File: config.mk
export PLATFORM = sky130hd
export DESIGN_NAME = interrupt_priority_vectoring
export DESIGN_NICKNAME = d
export VERILOG_FILES = /design/src/core/ext_request_capture.v /design/src/core/in_progress_tracker.v /design/src/core/interrupt_priority_vectoring.v
export VERILOG_INCLUDE_DIRS = /design/src /design/src/core
export SDC_FILE = /design/constraint.sdc
export NUM_CORES = 1
export LEC_CHECK = 0
export BUFFER_PORTS_ARGS = -buffer_cell sky130_fd_sc_hd__buf_2
export CORE_MARGIN = 3
export CORE_UTILIZATION = 51
export CTS_CLUSTER_SIZE = 25
export DETAILED_ROUTE_END_ITERATION = 8
export PLACE_DENSITY = 0.86
export SLEW_MARGIN = 20
export SYNTH_ARGS = -nofsm -noshare
export SYNTH_HDL_FRONTEND = slang
export SYNTH_SLANG_ARGS = --single-unit
File: constraint.sdc
create_clock -name i_sys_clk -period 4.6 [get_ports i_sys_clk]
set_input_delay 0.23 -clock i_sys_clk [delete_from_list [all_inputs] [get_ports i_sys_clk]]
set_output_delay 0.23 -clock i_sys_clk [all_outputs]
set_load 0.03 [all_outputs]
File: src/core/intc_defines.vh
// Constants for the interrupt priority and vectoring controller
`ifndef INTC_DEFINES_VH
`define INTC_DEFINES_VH

`define NUM_SRC          6
`define VEC_W            16
`define VEC_EXT0         16'h0003
`define VEC_TMR0         16'h000b
`define VEC_EXT1         16'h0013
`define VEC_TMR1         16'h001b
`define VEC_SERIAL       16'h0023
`define VEC_TMR2         16'h002b
`define SRC_EXT0         0
`define SRC_TMR0         1
`define SRC_EXT1         2
`define SRC_TMR1         3
`define SRC_SERIAL       4
`define SRC_TMR2         5
`define CALL_CYCLES      2

`endif

File: src/core/ext_request_capture.v
// External request pin sampling and request flag logic
`timescale 1ns/1ps
`include "intc_defines.vh"

module ext_request_capture (
  input  wire i_sys_clk,
  input  wire i_resetn,
  input  wire i_sample_phase,
  input  wire i_ext_request_pin,
  input  wire i_trigger_type,
  input  wire i_ack_clear,
  output wire o_flag
);

  reg pin_sample_q;
  reg flag_q;

  assign o_flag = flag_q;

  // Sampled pin starts high so a low at release is taken as an edge
  always @(posedge i_sys_clk or negedge i_resetn) begin
    if (!i_resetn) begin
      pin_sample_q <= 1'b1;
      flag_q       <= 1'b0;
    end else begin
      if (i_sample_phase) begin
        pin_sample_q <= i_ext_request_pin;
        if (!i_trigger_type) begin
          flag_q <= ~i_ext_request_pin;
        end else if (pin_sample_q && !i_ext_request_pin) begin
          flag_q <= 1'b1;
        end else if (i_ack_clear) begin
          flag_q <= 1'b0;
        end
      end else if (i_ack_clear && i_trigger_type) begin
        flag_q <= 1'b0;
      end
    end
  end

endmodule // ext_request_capture

File: src/core/in_progress_tracker.v
// In-progress tracking for the two priority levels
`timescale 1ns/1ps
`include "intc_defines.vh"

module in_progress_tracker (
  input  wire i_sys_clk,
  input  wire i_resetn,
  input  wire i_set_valid,
  input  wire i_set_level,
  input  wire i_handler_exit,
  output wire o_low_busy,
  output wire o_high_busy
);

  reg low_q;
  reg high_q;

  assign o_low_busy  = low_q;
  assign o_high_busy = high_q;

  // Exit clears the highest level active: the running handler is always the top one
  always @(posedge i_sys_clk or negedge i_resetn) begin
    if (!i_resetn) begin
      low_q  <= 1'b0;
      high_q <= 1'b0;
    end else begin
      if (i_handler_exit) begin
        if (high_q) begin
          high_q <= 1'b0;
        end else begin
          low_q <= 1'b0;
        end
      end
      if (i_set_valid) begin
        if (i_set_level) begin
          high_q <= 1'b1;
        end else begin
          low_q <= 1'b1;
        end
      end
    end
  end

endmodule // in_progress_tracker

File: src/core/interrupt_priority_vectoring.v
// Interrupt priority resolution and hardware call vectoring
//
// Operation
// - Same-level ties resolve ext0, timer0, ext1, timer1, serial, timer2.
// - Polling order only breaks ties, never preempts a running handler.
// - Sample flags at sample phase, evaluate them the next machine cycle.
// - No call while an equal or higher level handler is running.
// - No call unless poll cycle is the instruction's last cycle.
// - No call during handler exit or enable/level register access.
// - Blocked requests are not remembered; each poll uses fresh samples.
// - Serial and timer2 flags are never cleared on acknowledge.
// - External flag cleared on acknowledge only in edge mode.
// - Call pushes program counter only, status word not saved.
// - Call loads vector 0003,000b,0013,001b,0023,002b by source.
// - Handler exit clears current level busy state and pops two bytes.
// - Subroutine exit leaves the busy state untouched.
// - Trigger type 0 makes low level request; 1 makes edge request.
// - Edge mode sets flag on high sample followed by low sample.
// - In level mode, pin levels inverted and latched into flags at sample phase.
// - Hardware call spans two machine cycles.
// - Single source latency is above 3 and below 8 machine cycles.
// - Higher request sampled during lower call start is vectored next.
// - Different-level simultaneous requests: higher level served first.
`timescale 1ns/1ps
`include "intc_defines.vh"

module interrupt_priority_vectoring (
  input  wire        i_sys_clk,
  input  wire        i_resetn,
  input  wire        i_sample_phase,
  input  wire        i_last_cycle,
  input  wire        i_handler_exit_op,
  input  wire        i_subroutine_exit_op,
  input  wire        i_mask_or_level_access,
  input  wire        i_ext_request_pin0,
  input  wire        i_ext_request_pin1,
  input  wire        i_ext0_trigger_type,
  input  wire        i_ext1_trigger_type,
  input  wire        i_timer0_overflow_flag,
  input  wire        i_timer1_overflow_flag,
  input  wire        i_receive_done_flag,
  input  wire        i_transmit_done_flag,
  input  wire        i_timer2_overflow_flag,
  input  wire        i_timer2_external_flag,
  input  wire        i_global_enable,
  input  wire [5:0]  i_source_enable,
  input  wire [5:0]  i_source_level,
  output reg         o_call_req,
  output reg         o_call_active,
  output reg  [15:0] o_call_vector,
  output reg         o_push_pc,
  output reg         o_pop_pc,
  output reg         o_ext0_flag,
  output reg         o_ext1_flag,
  output reg         o_low_in_progress,
  output reg         o_high_in_progress
);

  // --------------------------------------------------------------------------
  // Call sequencer states
  // --------------------------------------------------------------------------
  localparam [2:0] ST_IDLE  = 3'b001;
  localparam [2:0] ST_CALL1 = 3'b010;
  localparam [2:0] ST_CALL2 = 3'b100;

  // --------------------------------------------------------------------------
  // Signals
  // --------------------------------------------------------------------------
  wire       ext0_flag;
  wire       ext1_flag;
  wire       low_busy;
  wire       high_busy;
  reg  [5:0] sample_q;
  reg  [5:0] raw_d;
  reg  [5:0] req_d;
  reg  [5:0] poll_d;
  reg  [2:0] state_q;
  reg  [2:0] state_d;
  reg  [2:0] pick_d;
  reg        pick_hi_d;
  reg        found_d;
  reg        grant_d;
  reg  [2:0] grant_src_q;
  reg        grant_level_q;
  reg        ack_ext0_d;
  reg        ack_ext1_d;
  reg        set_valid_d;
  reg [15:0] vec_d;
  integer    k;

  // --------------------------------------------------------------------------
  // External request flags
  // --------------------------------------------------------------------------
  ext_request_capture u_ext0 (
    .i_sys_clk         (i_sys_clk),
    .i_resetn          (i_resetn),
    .i_sample_phase    (i_sample_phase),
    .i_ext_request_pin (i_ext_request_pin0),
    .i_trigger_type    (i_ext0_trigger_type),
    .i_ack_clear       (ack_ext0_d),
    .o_flag            (ext0_flag)
  );

  ext_request_capture u_ext1 (
    .i_sys_clk         (i_sys_clk),
    .i_resetn          (i_resetn),
    .i_sample_phase    (i_sample_phase),
    .i_ext_request_pin (i_ext_request_pin1),
    .i_trigger_type    (i_ext1_trigger_type),
    .i_ack_clear       (ack_ext1_d),
    .o_flag            (ext1_flag)
  );

  // --------------------------------------------------------------------------
  // Flag sampling
  // --------------------------------------------------------------------------
  // Serial and timer2 pairs share one vector each; their flags stay owned
  // by the peripherals and are only read here
  always @* begin
    raw_d[`SRC_EXT0]   = ext0_flag;
    raw_d[`SRC_TMR0]   = i_timer0_overflow_flag;
    raw_d[`SRC_EXT1]   = ext1_flag;
    raw_d[`SRC_TMR1]   = i_timer1_overflow_flag;
    raw_d[`SRC_SERIAL] = i_receive_done_flag | i_transmit_done_flag;
    raw_d[`SRC_TMR2]   = i_timer2_overflow_flag | i_timer2_external_flag;
  end

  always @* begin
    req_d = raw_d & i_source_enable & {6{i_global_enable}};
  end

  // Samples are overwritten every machine cycle, so nothing pending survives
  always @(posedge i_sys_clk or negedge i_resetn) begin
    if (!i_resetn) begin
      sample_q <= 6'h00;
    end else if (i_sample_phase) begin
      sample_q <= req_d;
    end
  end

  // External flags are already latched at sample phase; sampling them a
  // second time would add a machine cycle to their response time
  always @* begin
    poll_d            = sample_q;
    poll_d[`SRC_EXT0] = req_d[`SRC_EXT0];
    poll_d[`SRC_EXT1] = req_d[`SRC_EXT1];
  end

  // --------------------------------------------------------------------------
  // Priority resolution
  // --------------------------------------------------------------------------
  // Scan from highest to lowest order so the earliest source wins a tie
  always @* begin
    pick_d    = 3'd0;
    pick_hi_d = 1'b0;
    found_d   = 1'b0;
    for (k = `NUM_SRC - 1; k >= 0; k = k - 1) begin
      if (poll_d[k] && i_source_level[k]) begin
        pick_d    = k[2:0];
        pick_hi_d = 1'b1;
        found_d   = 1'b1;
      end
    end
    if (!found_d) begin
      for (k = `NUM_SRC - 1; k >= 0; k = k - 1) begin
        if (poll_d[k]) begin
          pick_d  = k[2:0];
          found_d = 1'b1;
        end
      end
    end
  end

  // Level gating only: order never outranks a running handler
  always @* begin
    grant_d = found_d && i_sample_phase &&
              ((state_q == ST_IDLE) || (state_q == ST_CALL2));
    if (high_busy || (low_busy && !pick_hi_d)) begin
      grant_d = 1'b0;
    end
    if (!i_last_cycle) begin
      grant_d = 1'b0;
    end
    if (i_handler_exit_op || i_mask_or_level_access) begin
      grant_d = 1'b0;
    end
  end

  // Only the edge-mode external flags are cleared by acknowledge
  always @* begin
    ack_ext0_d = grant_d && (pick_d == `SRC_EXT0);
    ack_ext1_d = grant_d && (pick_d == `SRC_EXT1);
    set_valid_d = grant_d;
  end

  in_progress_tracker u_busy (
    .i_sys_clk      (i_sys_clk),
    .i_resetn       (i_resetn),
    .i_set_valid    (set_valid_d),
    .i_set_level    (pick_hi_d),
    .i_handler_exit (i_handler_exit_op),
    .o_low_busy     (low_busy),
    .o_high_busy    (high_busy)
  );

  // --------------------------------------------------------------------------
  // Vector lookup
  // --------------------------------------------------------------------------
  always @* begin
    case (grant_src_q)
      3'd0:    vec_d = `VEC_EXT0;
      3'd1:    vec_d = `VEC_TMR0;
      3'd2:    vec_d = `VEC_EXT1;
      3'd3:    vec_d = `VEC_TMR1;
      3'd4:    vec_d = `VEC_SERIAL;
      3'd5:    vec_d = `VEC_TMR2;
      default: vec_d = `VEC_EXT0;
    endcase
  end

  // --------------------------------------------------------------------------
  // Call sequencer
  // --------------------------------------------------------------------------
  // Two machine cycles, each closed by a sample phase; a higher request
  // sampled in the first call cycle is granted at the edge ending the call,
  // so no handler instruction of the lower level runs first
  always @* begin
    case (state_q)
      ST_IDLE:  state_d = grant_d ? ST_CALL1 : ST_IDLE;
      ST_CALL1: state_d = i_sample_phase ? ST_CALL2 : ST_CALL1;
      ST_CALL2: state_d = !i_sample_phase ? ST_CALL2 :
                          (grant_d ? ST_CALL1 : ST_IDLE);
      default:  state_d = ST_IDLE;
    endcase
  end

  always @(posedge i_sys_clk or negedge i_resetn) begin
    if (!i_resetn) begin
      state_q       <= ST_IDLE;
      grant_src_q   <= 3'd0;
      grant_level_q <= 1'b0;
    end else begin
      state_q <= state_d;
      if (grant_d) begin
        grant_src_q   <= pick_d;
        grant_level_q <= pick_hi_d;
      end
    end
  end

  // --------------------------------------------------------------------------
  // Registered outputs
  // --------------------------------------------------------------------------
  // Push is the program counter only; status word is left to software
  always @(posedge i_sys_clk or negedge i_resetn) begin
    if (!i_resetn) begin
      o_call_req         <= 1'b0;
      o_call_active      <= 1'b0;
      o_call_vector      <= 16'h0000;
      o_push_pc          <= 1'b0;
      o_pop_pc           <= 1'b0;
      o_ext0_flag        <= 1'b0;
      o_ext1_flag        <= 1'b0;
      o_low_in_progress  <= 1'b0;
      o_high_in_progress <= 1'b0;
    end else begin
      o_call_req         <= grant_d;
      o_call_active      <= (state_q != ST_IDLE);
      o_call_vector      <= vec_d;
      o_push_pc          <= (state_q == ST_CALL1) && i_sample_phase;
      o_pop_pc           <= i_handler_exit_op;
      o_ext0_flag        <= ext0_flag;
      o_ext1_flag        <= ext1_flag;
      o_low_in_progress  <= low_busy;
      o_high_in_progress <= high_busy;
    end
  end

endmodule // interrupt_priority_vectoring

# Word level (Yosys, flattened, before mapping)
# Index checks and enable logic that the tools add are counted.
# totals
ff_bits	42
input_bits	30
output_inout_bits	24
word_cells	114
# op_classes
n_eq_ne	12
n_mux	51
bitwise_logic	6
n_reduce_logical	27
# op_table
operator	n
3-bit two-way mux	15
1-bit two-way mux	33
6-bit one-hot mux with 5 select lines	1
1-bit logical AND	16
6-bit bitwise AND	2
3-bit by 2-bit == test with 1-bit output (second input constant)	4
3-bit == test (second input constant)	3
3-bit one-hot mux with 3 select lines	1
4-bit by 2-bit != test with 1-bit output (second input constant)	2
3-bit by 1-bit == test with 1-bit output (second input constant)	2
2-bit AND reduction	2
2-bit nonzero test	2
1-bit zero test	3
3-bit zero test	1
1-bit logical OR	3
3-bit by 1-bit != test with 1-bit output (second input constant)	1
2-bit two-way mux	1
1-bit inverter	2
1-bit OR	2

# Depth between registers and ports, before layout
# Gate-level depths: netlist of the first run.
# logic_depth
ltp_word	20
ltp_mapped	7
depth_no_buf	6

# Hierarchy
# Synthesis of the first run repeated with hierarchy kept, for this count alone.
# unflattened
hier_cells	132
area_unflattened_um2	1478.9
# by_module_without_submodules
mod	n_inst	cells_each	area_per_inst_um2	seq_area_each_um2
interrupt_priority_vectoring	1	110	1212.4	551.8
ext_request_capture	2	7	92.6	51.3
in_progress_tracker	1	8	81.3	50.0

# Worst setup path before layout of the first run
# No wires, ideal clock.
# synth_path
kind	reg-to-reg
start	reg u_busy.high_q, in the netlist u_busy.o_high_busy
end	reg u_ext0.flag_q, in the netlist u_ext0.o_flag
setup_time_ns	0.135
t_arrival_ns	1.648
t_required_ns	4.465
setup_slack_ns	2.816
stages_incl_launch_ff	6
path_buffers	0
synth_period_minus_slack_ns	1.784
cell_sequence	dfrtp_1 or4b_4 nor4_4 o21ai_2 nor4_2 a22oi_1
# synth_between
elab_chain_cells	8
elab_cells_between_ends	9
classes_between	eq/ne: 1; mux: 3; reduce/logical: 5
# synth_lines
element	line_no	text
start, declared	in_progress_tracker.v:16	reg high_q;
start signal, assigned	in_progress_tracker.v:25	high_q <= 1'b0;
start signal, assigned	in_progress_tracker.v:29	high_q <= 1'b0;
start signal, assigned	in_progress_tracker.v:36	high_q <= 1'b1;
1-bit logical OR *	interrupt_priority_vectoring.v:178	if (high_busy || (low_busy && !pick_hi_d)) begin
1-bit two-way mux *	interrupt_priority_vectoring.v:178	
1-bit two-way mux *	interrupt_priority_vectoring.v:181	if (!i_last_cycle) begin
1-bit two-way mux *	interrupt_priority_vectoring.v:184	if (i_handler_exit_op || i_mask_or_level_access) begin
1-bit logical AND *	interrupt_priority_vectoring.v:191	ack_ext0_d = grant_d && (pick_d == `SRC_EXT0);
1-bit logical AND	ext_request_capture.v:35	end else if (i_ack_clear && i_trigger_type) begin
2-bit nonzero test (no line)	-	
2-bit AND reduction (no line) *	-	
end signal, assigned	ext_request_capture.v:29	flag_q <= ~i_ext_request_pin;
end, declared	ext_request_capture.v:16	reg flag_q;
# Every way passes the cells marked *; elsewhere a longest branch is shown, timed or not.
# A chain may end at the register's enable or synchronous reset.

# Worst setup path in the final report of the first run
# Same ends and word-level chain as after synthesis.

==> impl_metrics.json, run 1 <==
{
  "most-common-layout-cells": "sky130_fd_sc_hd__buf_2 (41), sky130_fd_sc_hd__dfrtp_1 (25), sky130_fd_sc_hd__nand2_1 (13)",
  "dp_hpwl_mm": 2.21,
  "setup.worst_path.end_class": "flip-flop",
  "nets": 212,
  "drv_slew": 0,
  "multiInputGateArea_um2": 568,
  "switch_pwr_uw": 213,
  "drtPass1Iterations": 4,
  "clock_latency_ns": 0.33,
  "post-route-period-util": 0.424,
  "placement.cell_area_um2": 1550,
  "floorplan.die.width_um": 57.8,
  "clock_skew_ns": 0.00298,
  "power.sequential.fraction": 0.515,
  "cts_tree": "yes",
  "clock_sinks": 28,
  "clockBufferDepth": 2,
  "warning_count_from_the_yosys_run": 0,
  "combPwrFrac": 0.289,
  "path_max_fanout": 5,
  "max_clock_freq_ghz": 0.512,
  "setup-violations-final": 0,
  "crit_required_ns": 4.81,
  "grt_usage": 0.183,
  "grt_start_max_net_pins": 29,
  "final_layout_size_suffix_gt1_frac": 0.313,
  "via_count_of_the_first_global_routing_pass": 1127,
  "place_congestion": 0.795,
  "critical_path_data_arrival_time_ns": 2.16,
  "design_area_um2": 1600,
  "max_cap_violations": 0,
  "layout_commonest_cell": "sky130_fd_sc_hd__buf_2",
  "floorplan.core_area_um2": 2520,
  "cellInternalPower_uw": 394,
  "io_pins": 54,
  "grt_first_pass_wirelength_mm": 4.79,
  "syn_avg_cell_area_um2": 10.0,
  "drtIter0Drc": 46,
  "finalWorstPathRequiredPeriod_ns": 1.95,
  "fin_tns_setup_ns": 0,
  "routed_length_per_placed_instance_um": 13.4,
  "hp-class": "in2reg",
  "start_util": 0.543,
  "antenna_cells": 0,
  "postSynthRegisterBits": 28,
  "synth_edf_count": 0,
  "startpoint_type": "flip-flop",
  "fp.dieH_um": 57.8,
  "root_driver": "sky130_fd_sc_hd__clkbuf_4",
  "netSwitchingFraction": 0.351,
  "critPathKind": "reg2reg",
  "asyncSetResetFlopFracSynth": 1.00,
  "cts.htree.levels": 1,
  "worst-slew-pin-transition_ns": 0.602,
  "num_rows": 18,
  "synth.distinct_cells": 36,
  "cellPowerDensity_nw_per_um2": 379,
  "rsz0062_at_grt": "false",
  "synthCells": 137,
  "clock_power_share": 0.196,
  "worst_setup_hold_path_clk_slew_ns": 0.14,
  "fillCellCount": 220,
  "grt_overflow_total": 0,
  "grt_antenna_before_repair": 0,
  "mappedNetlistArea_um2": 1370,
  "power.static_leakage_uw": 0.000789,
  "remaining_drc_errors": 0,
  "synth_sequential_area_ratio": 0.514,
  "synth_top_flop_cell": "sky130_fd_sc_hd__dfrtp_1",
  "slew_headroom": 0.599,
  "vias": 1178,
  "drtAntennaViolNets": 0,
  "sequential_cell_area_um2": 704,
  "flow.area_growth_from_synthesis_pct": 16.7,
  "run_status": "completed",
  "post_cts_resize_count": 0,
  "detail_route.wirelength_mm": 2.81,
  "vias_per_cell": 5.64,
  "numCtsBuffers": 3,
  "floorplan.die_area_um2": 3340,
  "port_buffers": 41,
  "hold_viol": 0,
  "worst_voltage_drop_across_the_vdd_grid_v": 0.000245
}
## cells in the mapped netlist, types with 2 or more instances
library cell                number  area share
sky130_fd_sc_hd__o22ai_1         2      0.0091
sky130_fd_sc_hd__inv_1           9       0.025
sky130_fd_sc_hd__buf_4          12       0.066
sky130_fd_sc_hd__nand2_1        13       0.036
sky130_fd_sc_hd__o21ai_0         9       0.033
sky130_fd_sc_hd__mux2_2          2       0.016
sky130_fd_sc_hd__nand4_1         6       0.027
sky130_fd_sc_hd__o21ai_1         3       0.011
sky130_fd_sc_hd__nor2_1          5       0.014
sky130_fd_sc_hd__o2111ai_1       2       0.013
sky130_fd_sc_hd__nand3b_1        2       0.011
sky130_fd_sc_hd__ha_1            2       0.018
sky130_fd_sc_hd__a22oi_1         4       0.022
sky130_fd_sc_hd__dfstp_2         3       0.058
sky130_fd_sc_hd__a31oi_1         6       0.027
sky130_fd_sc_hd__nor2b_1         2      0.0091
sky130_fd_sc_hd__nand2b_1        2      0.0091
sky130_fd_sc_hd__conb_1          2      0.0055
sky130_fd_sc_hd__a21oi_1         7       0.026
sky130_fd_sc_hd__nand3_1         3       0.011
sky130_fd_sc_hd__dfrtp_1        25        0.46
sky130_fd_sc_hd__clkbuf_1        2      0.0055
## per-layer routing
metal	global-route usage	part of all wire	vias up
met4	0.0927	0.022	0
met2	0.316	0.51	71
li1	-	-	554
met3	0.0312	0.089	8
met1	0.219	0.38	545
met5	0	0	-
## critical path: stages (launching register included)
cell and delay, ns:
sky130_fd_sc_hd__dfrtp_1 0.43, sky130_fd_sc_hd__or4b_4 0.56, sky130_fd_sc_hd__nor4_4 0.29, sky130_fd_sc_hd__o21ai_2 0.16, sky130_fd_sc_hd__nor4_2 0.28, sky130_fd_sc_hd__a22oi_1 0.11
## sequential cells by signal (all words and copies together) (netlist names), 3 cells and up
register,flops
state_q,3
o_call_vector,4
grant_src_q,3
sample_q,4
## cells by family (layout without fill, tap and decap cells)
group | Yosys count | after routing | synth area share
AOI/OAI and AO/OA | 38 | 38 | 0.170
other | 2 | 12 | 0.00548
buffers and inverters | 24 | 56 | 0.0986
adders and majority gates | 2 | 2 | 0.0183
xor gates and xnor gates | 1 | 1 | 0.00639
muxes | 2 | 2 | 0.0164
DFF | 28 | 28 | 0.514
and+or+nand+nor | 40 | 40 | 0.171
## power by group through the flow
stage                     Combinational, uW  Sequential, uW  Clock, uW
after floorplan                        88.5             353          0
after global placement                  167             315          0
after detailed placement                175             318          0
after CTS                               176             313        121
after global routing                    192             319        132
final                                   175             313        119
## metrics by stage
stage	instances	util	power, uW	setup slack (ns)	hold WS (ns)
floorplan	147	-	441	2.82	-0.0656
global placement	204	0.616	482	2.72	0.262
detailed placement	204	0.616	493	2.67	0.272
CTS	209	0.634	610	2.65	0.0337
global route	209	0.634	644	2.53	0.0218
finish	209	0.634	607	2.65	0.0403
## path summary, 6_finish.rpt
kind	from	end	slack (ns)	cells after the start
min	i_handler_exit_op	o_pop_pc	0.04	1
min reg2reg	u_busy.o_high_busy	o_high_in_progress	0.44	0
max reg2reg	u_busy.o_high_busy	u_ext0.o_flag	2.65	5
max in group asynchronous	i_resetn	u_ext0.o_flag	3.79	2
max	u_busy.o_high_busy	u_ext0.o_flag	2.65	5
min in group asynchronous	i_resetn	o_call_vector[1]	0.42	2
## repair_timing
item	in CTS	in global routing
hold buffers	1	0
hold endpoints to repair	25	0
setup buffers	0	0
## layout make-up
class | instances | share of cell area
multi-input combinational | 95 | 0.355
tap | 30 | 0.0235
sequential | 28 | 0.441
timing repair buffer | 42 | 0.135
inverter | 10 | 0.0235
clock buffer | 4 | 0.0227
Power figures use the tool's default switching activity.
==> run 2: changes to the inputs <==
Settings changed: CORE_UTILIZATION 51 to 47, PLACE_DENSITY 0.86 to 0.81.
Clock period 4.6 ns to 2 ns, I/O delays scaled along.
==> impl_metrics.json, run 2 (synthesis gave the netlist of run 1 again) <==
{
  "run_status": "completed",
  "holdPathStages": 3,
  "timing.rr.start": "u_busy.o_high_busy",
  "fillCellCount": 241,
  "critical_path_data_arrival_time_ns": 1.99,
  "routed_length_per_placed_instance_um": 13.7,
  "clock_latency_ns": 0.34,
  "post-route-period-util": 0.881,
  "port_buffers": 41,
  "fin_tns_setup_ns": 0,
  "rr_worst_depth": 5,
  "start_util": 0.524,
  "worst_voltage_drop_across_the_vdd_grid_v": 0.000606,
  "cts.htree.levels": 1,
  "worst_hold_endpoint": "sample_q[1]",
  "vias_per_cell": 5.50,
  "via_count_of_the_first_global_routing_pass": 1118,
  "slew_headroom": 0.604,
  "hold_viol": 0,
  "max_clock_freq_ghz": 0.567,
  "grt_start_max_net_pins": 29,
  "most-common-layout-cells": "sky130_fd_sc_hd__buf_2 (41), sky130_fd_sc_hd__dfrtp_1 (25), sky130_fd_sc_hd__nand2_1 (13)",
  "clockBufferDepth": 2,
  "numCtsBuffers": 3,
  "clock_sinks": 28,
  "worst_setup_hold_path_clk_slew_ns": 0.15,
  "power.static_leakage_uw": 0.000809,
  "post_cts_resize_count": 0,
  "grt_antenna_before_repair": 0,
  "number_of_cells_in_the_design_after_placement": 204,
  "hp-class": "in2reg",
  "min_from": "i_source_enable[1]",
  "dp_hpwl_mm": 2.23,
  "reg2reg_to": "u_ext0.o_flag",
  "worst-slew-pin-transition_ns": 0.594,
  "drtIter0Drc": 41,
  "setup-violations-final": 0,
  "antenna_cells": 0,
  "detail_route.wirelength_mm": 2.91,
  "crit_required_ns": 2.23,
  "path_max_fanout": 5,
  "drtPass1Iterations": 4,
  "root_driver": "sky130_fd_sc_hd__clkbuf_4",
  "met1_usage": 0.217,
  "remaining_drc_errors": 0,
  "place_congestion": 0.771,
  "grt_first_pass_wirelength_mm": 4.85,
  "flow.area_growth_from_synthesis_pct": 20.1,
  "vias": 1167,
  "cts_setup_buffers": 0,
  "layout_commonest_cell": "sky130_fd_sc_hd__buf_2",
  "largest_registers": "o_call_vector: 4 flops, sample_q: 4 flops",
  "cellPowerDensity_nw_per_um2": 914,
  "grt_overflow_total": 0,
  "nets": 215,
  "finalWorstPathRequiredPeriod_ns": 1.76,
  "clock_skew_ns": 0.00214,
  "fp.dieH_um": 60.0,
  "floorplan.die.width_um": 60.0,
  "final_cells": 212,
  "final_layout_size_suffix_gt1_frac": 0.308,
  "grt_usage": 0.177,
  "floorplan.core_area_um2": 2610,
  "floorplan.die_area_um2": 3600,
  "gr-usage-met2": 0.295,
  "met3_usage": 0.0432,
  "io_pins": 54,
  "setup.worst_path.end_class": "flip-flop",
  "drv_slew": 0,
  "num_rows": 18,
  "critPathKind": "reg2reg",
  "max_cap_violations": 0,
  "globalRoute.busiestLayer": "met2",
  "cts_tree": "yes",
  "rsz0062_at_grt": "false",
  "drtAntennaViolNets": 0,
  "regToRegSetupSlack_ns": 0.24,
  "startpoint_type": "flip-flop"
}
-- run 2: repair_timing --
| action | 4_1_cts | 5_1_grt |
|---|---|---|
| endpoints found under the setup margin | 0 | 1 |
| endpoints found under the hold margin | 29 | 1 |
| hold buffers | 3 | 1 |
-- run 2: metal layers --
metal / vias to the layer above / share of wire / wire (um)
met5: - / 0 / 0
met3: 7 / 0.079 / 229
met4: 0 / 0.013 / 38
met1: 535 / 0.40 / 1170
li1: 560 / - / -
met2: 65 / 0.51 / 1480
-- run 2: cell type report --
cell class | instances | area, um^2 | area share
flip-flops and latches | 28 | 704 | 0.428
multi-input cells | 95 | 568 | 0.345
repair buffers | 45 | 245 | 0.149
inverters | 10 | 37.5 | 0.0228
well taps | 30 | 37.5 | 0.0228
clock inverters | 1 | 30.0 | 0.0183
clock buffers | 3 | 22.5 | 0.0137
-- run 2: worst max-delay path, stage by stage, from the launching register on --
cell                      delay [ns]
sky130_fd_sc_hd__dfrtp_1        0.42
sky130_fd_sc_hd__or4b_4         0.55
sky130_fd_sc_hd__nor4_4         0.28
sky130_fd_sc_hd__o21ai_2        0.15
sky130_fd_sc_hd__nor4_2         0.16
sky130_fd_sc_hd__a22oi_1        0.09
-- run 2: worst max-delay path by stage --
stage	start	end	slack, ns	cells past startpoint
3_3_place_gp	u_busy.o_high_busy	u_ext0.o_flag	0.16	5
5_1_grt	u_busy.o_high_busy	u_ext0.o_flag	0.05	5
2_1_floorplan	u_busy.o_high_busy	u_ext0.o_flag	0.22	5
6_report	u_busy.o_high_busy	u_ext0.o_flag	0.24	5
4_1_cts	u_busy.o_high_busy	u_ext0.o_flag	0.09	5
3_5_place_dp	u_busy.o_high_busy	u_ext0.o_flag	0.11	5
-- run 2: stage by stage --
| stage | setup WS (ns) | util | power [uW] | hold WS, ns | area (um^2) |
|---|---|---|---|---|---|
| 3_5_place_dp | 0.112 | 0.594 | 1140 | 0.142 | 1550 |
| 6_report | 0.237 | 0.630 | 1500 | 0.0175 | 1650 |
| 4_1_cts | 0.0878 | 0.626 | 1510 | 0.00109 | 1640 |
| 5_1_grt | 0.0529 | 0.630 | 1590 | 0.0152 | 1650 |
| 3_3_place_gp | 0.157 | 0.594 | 1110 | 0.135 | 1550 |
| 2_1_floorplan | 0.216 | - | 1010 | -0.196 | 1410 |
-- run 2: where the power goes --
group | total (uW) | internal [uW] | switching, uW | leakage, uW
Sequential | 720 | 661 | 58.8 | 0.000356
Clock | 375 | 203 | 172 | 0.0000279
Combinational | 409 | 137 | 272 | 0.000425
